## config.mk

```make
export PLATFORM = sky130hd
export DESIGN_NAME = tas_select
export DESIGN_NICKNAME = d
export VERILOG_FILES = /design/src/tas_pkg.sv /design/src/tas_select.sv
export SDC_FILE = /design/constraint.sdc
export NUM_CORES = 1
export LEC_CHECK = 0
export ABC_CLOCK_PERIOD_IN_PS = 1400
export BUFFER_PORTS_ARGS = -buffer_cell sky130_fd_sc_hd__buf_4
export CORE_MARGIN = 1.5
export CORE_UTILIZATION = 30
export DETAILED_ROUTE_END_ITERATION = 12
export GPL_TIMING_DRIVEN = 0
export PLACE_DENSITY_LB_ADDON = 0.1
export SYNTH_ARGS = -nofsm -noshare
export SYNTH_HDL_FRONTEND = slang
export SYNTH_HIERARCHICAL = 1
export SYNTH_SLANG_ARGS = --single-unit
```

## constraint.sdc

```tcl
create_clock -name pclk -period 1.4 [get_ports pclk]
set_input_delay 0.14 -clock pclk [delete_from_list [all_inputs] [get_ports pclk]]
set_output_delay 0.14 -clock pclk [all_outputs]
set_load 0.02 [all_outputs]
```

## src/tas_pkg.sv

```systemverilog
// package for the activation signal select block, plus its per-state signal decoder
`default_nettype none

package tas_pkg;

  // register byte offsets
  localparam logic [7:0] TAS_OFS_CTRL   = 8'h00;
  localparam logic [7:0] TAS_OFS_CMD    = 8'h04;
  localparam logic [7:0] TAS_OFS_STATUS = 8'h08;
  localparam logic [7:0] TAS_OFS_HDR    = 8'h0C;

  // ctrl field positions and reset value
  localparam int         TAS_CTRL_REMOTE_BIT = 0;
  localparam logic [0:0] TAS_CTRL_RESET      = 1'h0;

  // status field positions
  localparam int TAS_ST_STATE_LSB  = 0;
  localparam int TAS_ST_DONE_BIT   = 4;
  localparam int TAS_ST_REFUSE_BIT = 5;
  localparam int TAS_ST_RAF_BIT    = 6;
  localparam int TAS_ST_SERVICE_RETURN_REQUEST_FLAG_BIT   = 7;
  localparam int TAS_ST_SIG_LSB    = 8;
  localparam int TAS_ST_IDLE_BIT   = 12;

  // header readback field positions
  localparam int TAS_HD_TRIG_BIT   = 0;
  localparam int TAS_HD_FLAG_BIT   = 1;
  localparam int TAS_HD_RAI_BIT    = 2;
  localparam int TAS_HD_IDLEOC_BIT = 3;
  localparam int TAS_HD_SILENT_BIT = 4;
  localparam int TAS_HD_UD_BIT     = 5;
  localparam int TAS_HD_EOC_BIT    = 6;
  localparam int TAS_HD_VOC_BIT    = 7;
  localparam int TAS_HD_OPT_BIT    = 8;
  localparam int TAS_HD_VLVL_BIT   = 9;

  // activation state codes as reported by the state machine
  localparam logic [2:0] TAS_S_POWERUP   = 3'h0;
  localparam logic [2:0] TAS_S_STANDBY   = 3'h1;
  localparam logic [2:0] TAS_S_CONVERGE  = 3'h2;
  localparam logic [2:0] TAS_S_FINDFRAME = 3'h3;
  localparam logic [2:0] TAS_S_ACTIVE    = 3'h4;
  localparam logic [2:0] TAS_S_RESYNC    = 3'h5;
  localparam logic [2:0] TAS_S_HANDSHAKE = 3'h6;

  // control signal command codes
  localparam logic [2:0] TAS_C_CONNECT    = 3'h1;
  localparam logic [2:0] TAS_C_QUIET      = 3'h2;
  localparam logic [2:0] TAS_C_CHANGE     = 3'h3;
  localparam logic [2:0] TAS_C_IDLE_REQ   = 3'h4;
  localparam logic [2:0] TAS_C_RESUME     = 3'h5;
  localparam logic [2:0] TAS_C_DISCONNECT = 3'h6;

  // transmit signal types
  typedef enum logic [1:0] {
    TAS_SIG_QUIET,
    TAS_SIG_ACQUIRE,
    TAS_SIG_TRIG,
    TAS_SIG_DATA
  } tas_sig_t;

endpackage : tas_pkg

// per-state transmit signal and traffic permissions, purely combinational
module tas_sig_map
  import tas_pkg::*;
(
  input  wire logic [2:0] state,
  input  wire logic       remote_side,
  input  wire logic       link_idle,
  output tas_sig_t        sig,
  output logic            silent,
  output logic            trig,
  output logic            idle_oc,
  output logic            rai_fixed,
  output logic            ud_allow,
  output logic            eoc_allow,
  output logic            voc_allow,
  output logic            optional_traffic,
  output logic            var_level
);

  // one signal type per state; unknown codes fall to silence as the safe choice
  always_comb begin
    case (state)
      TAS_S_POWERUP, TAS_S_STANDBY:   sig = TAS_SIG_QUIET;
      TAS_S_CONVERGE, TAS_S_FINDFRAME: sig = TAS_SIG_ACQUIRE;
      TAS_S_HANDSHAKE:                sig = TAS_SIG_TRIG;
      TAS_S_ACTIVE, TAS_S_RESYNC:     sig = TAS_SIG_DATA;
      default:                        sig = TAS_SIG_QUIET;
    endcase
  end

  assign silent           = (sig == TAS_SIG_QUIET);
  assign trig             = (sig == TAS_SIG_TRIG);
  assign idle_oc          = (sig == TAS_SIG_ACQUIRE) || (sig == TAS_SIG_TRIG);
  assign rai_fixed        = (sig == TAS_SIG_ACQUIRE);
  assign ud_allow         = (sig == TAS_SIG_TRIG) || (sig == TAS_SIG_DATA);
  assign eoc_allow        = (sig == TAS_SIG_DATA);
  assign voc_allow        = (sig == TAS_SIG_DATA);
  assign optional_traffic = link_idle && ud_allow;
  assign var_level        = remote_side && (sig == TAS_SIG_ACQUIRE);

endmodule : tas_sig_map

`default_nettype wire

```

## src/tas_select.sv

```systemverilog
// transmit signal select, header bits and management flags with an apb register slave
// Operation
// state indicator always shows the current activation state
// management uses the state to gate user data and embedded channel
// done flag set when the latest command was carried out
// refused flag set when the latest command could not be carried out
// office side flags remote activation request, meaningful only in standby
// office side flags service return request, only while the link is idle
// each state selects exactly one transmit signal type
// silence signals drive zero and send no frames
// non-silent signals go out as frames with overhead, trigger, flag, alarm bits
// remote alarm is frame loss or remote failure
// acquire and trigger carry idle overhead; data may carry valid messages
// office trigger bit is one only in the office trigger signal
// remote trigger bit is one only in the remote trigger signal
// remote service bit is one in data once resume was applied remotely
// alarm bit is one during that side's acquire signal
// user data denied in acquire, allowed in trigger and data, optional when idle
// embedded channel only in data, optional when idle; overhead allowed in data
// remote acquire enables variable transmit level for power back-off
// office active state sends data whether steady or idle
// resume service control only applies while the link is idle
// a new command clears both outcome flags
`default_nettype none

module tas_select
  import tas_pkg::*;
(
  input  wire logic        pclk,
  input  wire logic        presetn,
  input  wire logic        psel,
  input  wire logic        penable,
  input  wire logic        pwrite,
  input  wire logic [7:0]  paddr,
  input  wire logic [31:0] pwdata,
  output logic             pready,
  output logic [31:0]      prdata,
  output logic             pslverr,
  input  wire logic [2:0]  sm_state,
  input  wire logic        link_idle,
  input  wire logic        cmd_ack,
  input  wire logic        cmd_nak,
  input  wire logic        peer_activation_req,
  input  wire logic        peer_service_req,
  input  wire logic        frame_loss_indication,
  input  wire logic        remote_failure_indication,
  output logic             cmd_valid,
  output logic [2:0]       cmd_code,
  output logic [2:0]       state_indicator,
  output logic [1:0]       tx_signal,
  output logic             tx_silent,
  output logic             hdr_trig,
  output logic             hdr_service_req,
  output logic             hdr_rai,
  output logic             hdr_idle_overhead,
  output logic             user_data_allow,
  output logic             eoc_allow,
  output logic             link_overhead_message_channel_allow,
  output logic             traffic_optional,
  output logic             var_level_en,
  output logic             command_done_flag,
  output logic             command_refused_flag,
  output logic             remote_activation_request_flag,
  output logic             service_return_request_flag
);

  // decoded per-state view
  tas_sig_t m_sig;
  logic     m_silent;
  logic     m_trig;
  logic     m_idle_oc;
  logic     m_rai;
  logic     m_ud;
  logic     m_eoc;
  logic     m_voc;
  logic     m_opt;
  logic     m_vlvl;

  // control register and held state
  logic       remote_side;
  logic       resume_applied;
  logic       cmd_pending;
  logic [2:0] last_cmd;
  logic       next_remote_side;
  logic       next_resume_applied;
  logic       next_cmd_pending;
  logic [2:0] next_last_cmd;
  logic       next_cmd_valid;
  logic [2:0] next_cmd_code;
  logic       next_done;
  logic       next_refused;
  logic       next_raf;
  logic       next_service_return_request_flag;

  // registered line-facing outputs
  logic [2:0] next_state_ind;
  logic [1:0] next_tx_signal;
  logic       next_silent;
  logic       next_trig;
  logic       next_svc;
  logic       next_rai;
  logic       next_idle_oc;
  logic       next_ud;
  logic       next_eoc;
  logic       next_voc;
  logic       next_opt;
  logic       next_vlvl;

  // bus answer
  logic        next_pready;
  logic [31:0] next_prdata;
  logic        next_pslverr;
  logic        wr_ctrl;
  logic        wr_cmd;
  logic        wr_status;
  logic        access;

  // true when the byte address hits one of the four words
  function automatic logic tas_mapped(input logic [7:0] a);
    tas_mapped = (a == TAS_OFS_CTRL) || (a == TAS_OFS_CMD) ||
                 (a == TAS_OFS_STATUS) || (a == TAS_OFS_HDR);
  endfunction : tas_mapped

  tas_sig_map u_map (
    .state            (sm_state),
    .remote_side      (remote_side),
    .link_idle        (link_idle),
    .sig              (m_sig),
    .silent           (m_silent),
    .trig             (m_trig),
    .idle_oc          (m_idle_oc),
    .rai_fixed        (m_rai),
    .ud_allow         (m_ud),
    .eoc_allow        (m_eoc),
    .voc_allow        (m_voc),
    .optional_traffic (m_opt),
    .var_level        (m_vlvl)
  );

  // a write takes effect on the first access cycle, the wait state before pready is raised
  assign access    = psel && penable && !pready;
  assign wr_ctrl   = access && pwrite && (paddr == TAS_OFS_CTRL);
  assign wr_cmd    = access && pwrite && (paddr == TAS_OFS_CMD);
  assign wr_status = access && pwrite && (paddr == TAS_OFS_STATUS);

  // command issue, outcome flags and request flags
  always_comb begin
    next_remote_side    = remote_side;
    next_resume_applied = resume_applied;
    next_cmd_pending    = cmd_pending;
    next_last_cmd       = last_cmd;
    next_cmd_valid      = 1'b0;
    next_cmd_code       = cmd_code;
    next_done           = command_done_flag;
    next_refused        = command_refused_flag;
    next_raf            = remote_activation_request_flag;
    next_service_return_request_flag           = service_return_request_flag;
    if (wr_ctrl) begin
      next_remote_side = pwdata[TAS_CTRL_REMOTE_BIT];
    end
    if (wr_cmd) begin
      next_last_cmd = pwdata[2:0];
      next_done     = 1'b0;
      next_refused  = 1'b0;
      if (pwdata[2:0] == TAS_C_RESUME && !link_idle) begin
        next_refused     = 1'b1;
        next_cmd_pending = 1'b0;
      end else if (pwdata[2:0] == TAS_C_CONNECT && sm_state != TAS_S_STANDBY) begin
        next_refused     = 1'b1;
        next_cmd_pending = 1'b0;
      end else begin
        next_cmd_valid   = 1'b1;
        next_cmd_code    = pwdata[2:0];
        next_cmd_pending = 1'b1;
        if (pwdata[2:0] == TAS_C_RESUME && remote_side) begin
          next_resume_applied = 1'b1;
        end
      end
    end else if (cmd_pending && cmd_ack) begin
      next_done        = 1'b1;
      next_cmd_pending = 1'b0;
    end else if (cmd_pending && cmd_nak) begin
      next_refused     = 1'b1;
      next_cmd_pending = 1'b0;
    end
    // remote service bit lasts only through the data signal of this resume
    if (m_sig != TAS_SIG_DATA) begin
      next_resume_applied = 1'b0;
    end
    // request flags: write one clears, a fresh request in the same cycle wins
    if (wr_status && pwdata[TAS_ST_RAF_BIT]) begin
      next_raf = 1'b0;
    end
    if (wr_status && pwdata[TAS_ST_SERVICE_RETURN_REQUEST_FLAG_BIT]) begin
      next_service_return_request_flag = 1'b0;
    end
    if (remote_side || sm_state != TAS_S_STANDBY) begin
      next_raf = 1'b0;
    end else if (peer_activation_req) begin
      next_raf = 1'b1;
    end
    if (remote_side || !link_idle) begin
      next_service_return_request_flag = 1'b0;
    end else if (peer_service_req) begin
      next_service_return_request_flag = 1'b1;
    end
  end

  always_ff @(posedge pclk or negedge presetn) begin
    if (!presetn) begin
      remote_side                    <= TAS_CTRL_RESET;
      resume_applied                 <= 1'b0;
      cmd_pending                    <= 1'b0;
      last_cmd                       <= 3'h0;
      cmd_valid                      <= 1'b0;
      cmd_code                       <= 3'h0;
      command_done_flag              <= 1'b0;
      command_refused_flag           <= 1'b0;
      remote_activation_request_flag <= 1'b0;
      service_return_request_flag    <= 1'b0;
    end else begin
      remote_side                    <= next_remote_side;
      resume_applied                 <= next_resume_applied;
      cmd_pending                    <= next_cmd_pending;
      last_cmd                       <= next_last_cmd;
      cmd_valid                      <= next_cmd_valid;
      cmd_code                       <= next_cmd_code;
      command_done_flag              <= next_done;
      command_refused_flag           <= next_refused;
      remote_activation_request_flag <= next_raf;
      service_return_request_flag    <= next_service_return_request_flag;
    end
  end

  // header bits and permissions; all but the state indicator and tx_silent are low under silence
  always_comb begin
    next_state_ind = sm_state;
    next_tx_signal = m_sig;
    next_silent    = m_silent;
    next_trig      = !m_silent && m_trig;
    next_svc       = !m_silent && remote_side && (m_sig == TAS_SIG_DATA)
                     && resume_applied;
    // the fixed acquire value is kept and live alarms are folded on top
    next_rai       = !m_silent && (m_rai || frame_loss_indication
                     || remote_failure_indication);
    next_idle_oc   = !m_silent && m_idle_oc;
    next_ud        = m_ud;
    next_eoc       = m_eoc;
    next_voc       = m_voc;
    next_opt       = m_opt;
    next_vlvl      = m_vlvl;
  end

  always_ff @(posedge pclk or negedge presetn) begin
    if (!presetn) begin
      state_indicator                     <= TAS_S_POWERUP;
      tx_signal                           <= 2'h0;
      tx_silent                           <= 1'b1;
      hdr_trig                            <= 1'b0;
      hdr_service_req                     <= 1'b0;
      hdr_rai                             <= 1'b0;
      hdr_idle_overhead                   <= 1'b0;
      user_data_allow                     <= 1'b0;
      eoc_allow                           <= 1'b0;
      link_overhead_message_channel_allow <= 1'b0;
      traffic_optional                    <= 1'b0;
      var_level_en                        <= 1'b0;
    end else begin
      state_indicator                     <= next_state_ind;
      tx_signal                           <= next_tx_signal;
      tx_silent                           <= next_silent;
      hdr_trig                            <= next_trig;
      hdr_service_req                     <= next_svc;
      hdr_rai                             <= next_rai;
      hdr_idle_overhead                   <= next_idle_oc;
      user_data_allow                     <= next_ud;
      eoc_allow                           <= next_eoc;
      link_overhead_message_channel_allow <= next_voc;
      traffic_optional                    <= next_opt;
      var_level_en                        <= next_vlvl;
    end
  end

  // apb answer: one wait state, so read data is registered like every output
  always_comb begin
    next_pready  = access;
    next_pslverr = access && !tas_mapped(paddr);
    next_prdata  = 32'h0;
    if (access && !pwrite) begin
      case (paddr)
        TAS_OFS_CTRL: begin
          next_prdata[TAS_CTRL_REMOTE_BIT] = remote_side;
        end
        TAS_OFS_CMD: begin
          next_prdata[2:0] = last_cmd;
        end
        TAS_OFS_STATUS: begin
          next_prdata[TAS_ST_STATE_LSB +: 3] = state_indicator;
          next_prdata[TAS_ST_DONE_BIT]       = command_done_flag;
          next_prdata[TAS_ST_REFUSE_BIT]     = command_refused_flag;
          next_prdata[TAS_ST_RAF_BIT]        = remote_activation_request_flag;
          next_prdata[TAS_ST_SERVICE_RETURN_REQUEST_FLAG_BIT]       = service_return_request_flag;
          next_prdata[TAS_ST_SIG_LSB +: 2]   = tx_signal;
          next_prdata[TAS_ST_IDLE_BIT]       = link_idle;
        end
        TAS_OFS_HDR: begin
          next_prdata[TAS_HD_TRIG_BIT]   = hdr_trig;
          next_prdata[TAS_HD_FLAG_BIT]   = hdr_service_req;
          next_prdata[TAS_HD_RAI_BIT]    = hdr_rai;
          next_prdata[TAS_HD_IDLEOC_BIT] = hdr_idle_overhead;
          next_prdata[TAS_HD_SILENT_BIT] = tx_silent;
          next_prdata[TAS_HD_UD_BIT]     = user_data_allow;
          next_prdata[TAS_HD_EOC_BIT]    = eoc_allow;
          next_prdata[TAS_HD_VOC_BIT]    = link_overhead_message_channel_allow;
          next_prdata[TAS_HD_OPT_BIT]    = traffic_optional;
          next_prdata[TAS_HD_VLVL_BIT]   = var_level_en;
        end
        default: begin
          next_prdata = 32'h0;
        end
      endcase
    end
  end

  always_ff @(posedge pclk or negedge presetn) begin
    if (!presetn) begin
      pready  <= 1'b0;
      prdata  <= 32'h0;
      pslverr <= 1'b0;
    end else begin
      pready  <= next_pready;
      prdata  <= next_prdata;
      pslverr <= next_pslverr;
    end
  end

endmodule : tas_select

`default_nettype wire

```

==> results_dict.tcl, run 1 <==
set metrics [dict create \
    start_util_pct 31.8 \
    violations "setup timing" \
    die_h_um 82.9 \
    fin_crit_ns 1.49 \
    dieArea_um2 6870 \
    final_antenna_net_count 0 \
    vdd_ir_drop_max_v 0.000474 \
    hpwl_mm 3.37 \
    synth-edff-count 0 \
    track_usage_pct 13.5 \
    rows 28 \
    core_um2 6030 \
    finalMaxSlewViolations 0 \
    worstSetupPathType "reg2reg" \
    ys_seq_area_share_pct 55.0 \
    clkLatencyLatePin_ns 0.29 \
    dr.first_iter.drc_count 34 \
    nets 324 \
    numCtsBuffers 5 \
    synth_top_area_share_pct 53.6 \
    grt_max_degree 43 \
    synth_seq_cells 42 \
    dieWidth_um 82.9 \
    crit_chain "nand3b_1 > inv_2 > nand4_4 > a41oi_4 > mux2_4" \
    max_cap_viol_count 0 \
    slew-limit-headroom_pct 55.0 \
    viasPerCell 4.23 \
    totalWireLength_mm 4.42 \
    async_reset_ff_share_pct 100 \
    yosys-top-cells-area "dfrtp_1, buf_4, nor2_1, mux2i_1, nand2_1" \
    areaGrowthSynthToFinish_pct 44.3 \
    power_density_nw_per_um2 958 \
    first_pass_iters 4 \
    routedWlPerCell_um 13.0 \
    numClockSinks 42 \
    synth-main-ff-cell "dfrtp_1" \
    io_pins 112 \
    antenna_found_initial 0 \
    synth_warnings 6 \
    route.vias.total 1442 \
    cts-root-buf "clkbuf_8" \
    port_buffers 63 \
    grt_pass1_vias 1418 \
    crit_fanout 3 \
    worstSetupEndpointType "register" \
    min_path_type "in2reg" \
    cts_max_level 2 \
    grt_overflow_total 0 \
    crit_arrival_ns 1.67 \
    setup_viol 4 \
    utilization_pct 45.8 \
    final.setup_skew_ns 0.00198 \
    rsz0062_at_grt "true" \
    clockBufferDepth 2 \
    synthDistinctLibCells 36 \
    syn_avg_cell_area_um2 11.5 \
    setup_slack_ns -0.0928 \
    design_area_um2 2760 \
    yosys.area.top_type "dfrtp_1" \
    leakage_uw 0.00146 \
    fmax_mhz 670 \
    synthesis.instances 166 \
    grt_pass1_wl_mm 7.33 \
    hold_viol 0 \
    netlist_area_um2 1910 \
    n_antenna_cell 0 \
    drc 0 \
    place_congestion 0.780 \
    clkTransAtPathRegs_ns 0.08 \
    tritoncts "built" \
    slowest_stage "dfrtp_1" \
    drive_gt1_share_pct 44.4 \
    cp_data_required_time_ns 1.58 \
    worst_pin_slew_ns 0.676 \
    status "finished with violations" \
    cpPeakStageDelay_ns 0.38 \
    start_kind "register" \
    placed_area_um2 2560 \
    fin_crit_sh_pct 107 \
]
per-layer routing:
metal,share of wire (%),GRT usage (%)
met1,44,17.5
met2,49,21.7
met3,5.8,3.88
met4,1.2,4.55
met5,0,0
cells in the mapped netlist (3+ instances only):
library cell	n
nand2b_1	3
dfrtp_1	41
nor2_1	19
nand4_1	3
inv_1	8
mux2i_1	6
nor2b_1	4
a21oi_1	4
buf_4	23
mux2_2	3
nand2_1	15
ha_1	4
o21ai_0	4
cell families (layout without fill, tap and decap cells):
family | Yosys count | in the layout | synth area share (%)
buf+inv | 32 | 112 | 10.8
simple gates | 58 | 58 | 16.4
other cells | 1 | 21 | 0.196
xor+xnor | 1 | 1 | 0.458
compound gates | 16 | 16 | 6.93
fa+ha+maj | 4 | 4 | 2.61
mux | 12 | 12 | 7.65
flops | 42 | 42 | 55.0
sequential cells by signal, indices dropped and copies added (netlist names), 2 cells and up:
| register | count |
|---|---|
| prdata | 11 |
| cmd_code | 3 |
| last_cmd | 3 |
| state_indicator | 3 |
| tx_signal | 2 |
placed cells by master (no fill, tap or decap), types with 2 or more instances in the layout:
master / instances
mux2_4: 2
dlygate4sd3_1: 3
mux2_2: 3
nor2_2: 2
ha_1: 4
a22oi_1: 2
o21ai_0: 4
nor3_1: 2
dfrtp_1: 41
nand2b_1: 3
conb_1: 21
mux2i_1: 6
buf_4: 91
inv_1: 7
nand4_1: 3
nor2_1: 17
nor2b_1: 4
clkinv_2: 2
nand2_1: 15
a21oi_1: 4
clkbuf_8: 5
a31oi_1: 2
and2_1: 2
power breakdown:
group | total, uW | internal (uW) | leakage (uW) | switching (uW)
Sequential | 1280 | 1250 | 0.000555 | 24.8
Combinational | 441 | 198 | 0.000848 | 243
Clock | 927 | 525 | 0.0000579 | 402
stage by stage:
step / hold WS [ns] / std cells / setup slack, ns / setup TNS [ns] / total power [uW]
floorplan: -0.156 / 186 / -0.239 / -0.478 / 1540
global placement: 0.164 / 324 / -0.346 / -1.20 / 1730
detailed placement: 0.159 / 324 / -0.351 / -1.37 / 1730
CTS: 0.00528 / 339 / -0.105 / -0.209 / 2680
global route: 0.00241 / 341 / -0.178 / -0.778 / 2780
finish: 0.0160 / 341 / -0.0928 / -0.279 / 2650
final timing paths:
check                       startpoint                 end  slack [ns]  cells after the start
setup / recovery                pready         cmd_code[0]       -0.09                      5
min in group asynchronous      presetn           prdata[6]        0.36                      2
hold / removal             sm_state[1]  state_indicator[1]        0.02                      1
hold reg to reg            last_cmd[2]         last_cmd[2]        0.49                      2
max in group asynchronous      presetn           tx_silent        0.66                      2
setup reg to reg                pready         cmd_code[0]       -0.09                      5
layout make-up:
class / instances / area, um2
Buffer: 24 / 176
Sequential cell: 42 / 1050
Timing Repair Buffer: 72 / 552
Clock inverter: 3 / 40.0
Fill cell: 594 / 3260
Multi-Input combinational cell: 112 / 749
Inverter: 8 / 30.0
Clock buffer: 5 / 68.8
Tap cell: 75 / 93.8
worst max-delay path: cells and delay by family (launching register included):
family                 cells  cell delay (ns)
buffers and inverters      1             0.11
and+or+nand+nor            2             0.31
DFF                        1             0.38
muxes                      1             0.32
AOI/OAI and AO/OA          1             0.27
repair_timing:
item                                   in CTS  in global routing
endpoints found under the hold margin      43                  0
pin swaps                                   0                  3
resized for setup                           1                  5
hold buffers                                3                  0
setup endpoints to repair                   5                 12
cloned                                      0                  0
buffers inserted                            4                  3
Note: power is estimated with default switching activity, not from simulation.
==> run 2: changes to the inputs <==
- CORE_MARGIN: 1.5 -> 2
==> run 2 against run 1 <==
Against the previous run:
- final cell count increased by 0.88%
- largest power group unchanged
- critical endpoint is now cmd_code[1]
- critical path depth is the same
- hold slack got worse by 0.0082 ns
- sequential power hardly changed
- first-iteration DRC count rose by 53%
- flip-flop and latch count stayed put
- the run still ends with setup timing left
- largest cell class unchanged
==> results_dict.tcl, run 2 (synthesis gave the netlist of run 1 again) <==
set metrics [dict create \
    clkTransAtPathRegs_ns 0.08 \
    power_density_nw_per_um2 963 \
    leakage_uw 0.00146 \
    drc 0 \
    grt_overflow_total 0 \
    preCtsSetupSlack_ns -0.427 \
    crit_arrival_ns 1.69 \
    p_comb_share_pct 16.6 \
    hpwl_mm 3.32 \
    vdd_ir_drop_max_v 0.000500 \
    dieArea_um2 7040 \
    port_buffers 63 \
    min_path_type "in2reg" \
    max_cap_viol_count 0 \
    place_congestion 0.776 \
    die_h_um 83.9 \
    drive_gt1_share_pct 43.4 \
    start_kind "register" \
    numClockSinks 42 \
    violations "setup timing" \
    n_antenna_cell 0 \
    routedWlPerCell_um 13.2 \
    final.setup_skew_ns 0.00546 \
    power_uw 2660 \
    rows 29 \
    route.vias.total 1413 \
    largest_register "prdata" \
    setup_viol 3 \
    grt_max_degree 43 \
    setup_slack_ns -0.114 \
    clockBufferDepth 2 \
    nets 325 \
    swShare_pct 25.3 \
    cts_max_level 2 \
    track_usage_pct 13.9 \
    intPower_uw 1990 \
    grt_pass1_wl_mm 7.54 \
    antenna_found_initial 0 \
    io_pins 112 \
    worstSetupEndpointType "register" \
    finalMaxSlewViolations 0 \
    slew-limit-headroom_pct 52.9 \
    fin_cells 344 \
    power_frac_seq_pct 48.1 \
    fin_crit_ns 1.51 \
    cp_data_required_time_ns 1.58 \
    areaGrowthSynthToFinish_pct 44.3 \
    final_common_cell "buf_4" \
    core_um2 6280 \
    first_pass_iters 4 \
    fmax_mhz 660 \
    worst_pin_slew_ns 0.706 \
    numCtsBuffers 5 \
    start_util_pct 30.5 \
    cts-root-buf "clkbuf_8" \
    fin_crit_sh_pct 108 \
    dieWidth_um 83.9 \
    grt_pass1_vias 1478 \
    dr.first_iter.drc_count 52 \
    worstSetupPathType "reg2reg" \
    totalWireLength_mm 4.54 \
    clkLatencyLatePin_ns 0.29 \
    utilization_pct 44.0 \
    viasPerCell 4.11 \
    dp_cells 326 \
    status "finished with violations" \
    hold_viol 0 \
    tritoncts "built" \
    pwr-share-clk_pct 35.3 \
    largest_reg_flops 11 \
    final_antenna_net_count 0 \
    rsz0062_at_grt "true" \
    crit_fanout 4 \
    p_sw_uw 673 \
    mostFrequentLayoutCells "buf_4, dfrtp_1, conb_1" \
]
[run 2: changes by cell type in the layout (fill, tap and decap cells not counted), sizes merged]
cell and delta:
buf +1, clkbuf +2, clkinv -2
[run 2: worst max-delay path: stages (launching register included)]
cell	delay (ns)
dfrtp_1	0.38
nand3b_1	0.20
inv_2	0.11
nand4_4	0.12
a41oi_4	0.27
mux2_4	0.33
[run 2: layout make-up]
cell class / instances / area [um2]
fillers: 623 / 3510
flip-flops and latches: 42 / 1050
multi-input cells: 112 / 746
repair buffers: 73 / 556
plain buffers: 24 / 176
well taps: 77 / 96.3
clock buffers: 7 / 76.3
clock inverters: 1 / 30.0
inverters: 8 / 30.0
[run 2: layer usage]
layer	GRT usage [%]	part of all wire [%]	wire [um]
met5	0	0	0
met1	19.0	49	2210
met3	3.76	6.7	303
met2	20.7	42	1930
met4	5.72	2.1	97
[run 2: final timing paths]
check / start / end / slack [ns] / cells past startpoint
worst min-delay path: sm_state[1] / state_indicator[1] / 0.008 / 1
max in group asynchronous: presetn / tx_silent / 0.65 / 2
worst min register to register: last_cmd[0] / last_cmd[0] / 0.49 / 2
worst max register to register: pready / cmd_code[1] / -0.11 / 5
min in group asynchronous: presetn / last_cmd[2] / 0.37 / 2
worst max-delay path: pready / cmd_code[1] / -0.11 / 5
[run 2: power groups by stage]
stage	Combinational [uW]	Sequential (uW)	Clock, uW
2_1_floorplan	193	1340	0
3_3_place_gp	426	1310	0
3_5_place_dp	428	1300	0
4_1_cts	439	1280	968
5_1_grt	481	1290	1040
6_report	441	1280	940
[run 2: metrics by stage]
| stage | hold slack (ns) | setup TNS, ns | area [um2] |
|---|---|---|---|
| after floorplan | -0.156 | -0.478 | 1990 |
| after global placement | 0.163 | -1.77 | 2560 |
| after detailed placement | 0.159 | -1.99 | 2560 |
| after CTS | 0.00414 | -0.373 | 2730 |
| after global routing | 0.00404 | -0.770 | 2760 |
| final | 0.00778 | -0.315 | 2760 |
[run 2: what timing repair did]
| action | in CTS | in global routing |
|---|---|---|
| pin swaps | 0 | 0 |
| resized for setup | 0 | 3 |
| hold buffers | 3 | 0 |
| hold endpoints to repair | 43 | 0 |
| endpoints found under the setup margin | 5 | 19 |
| buffers inserted | 4 | 3 |
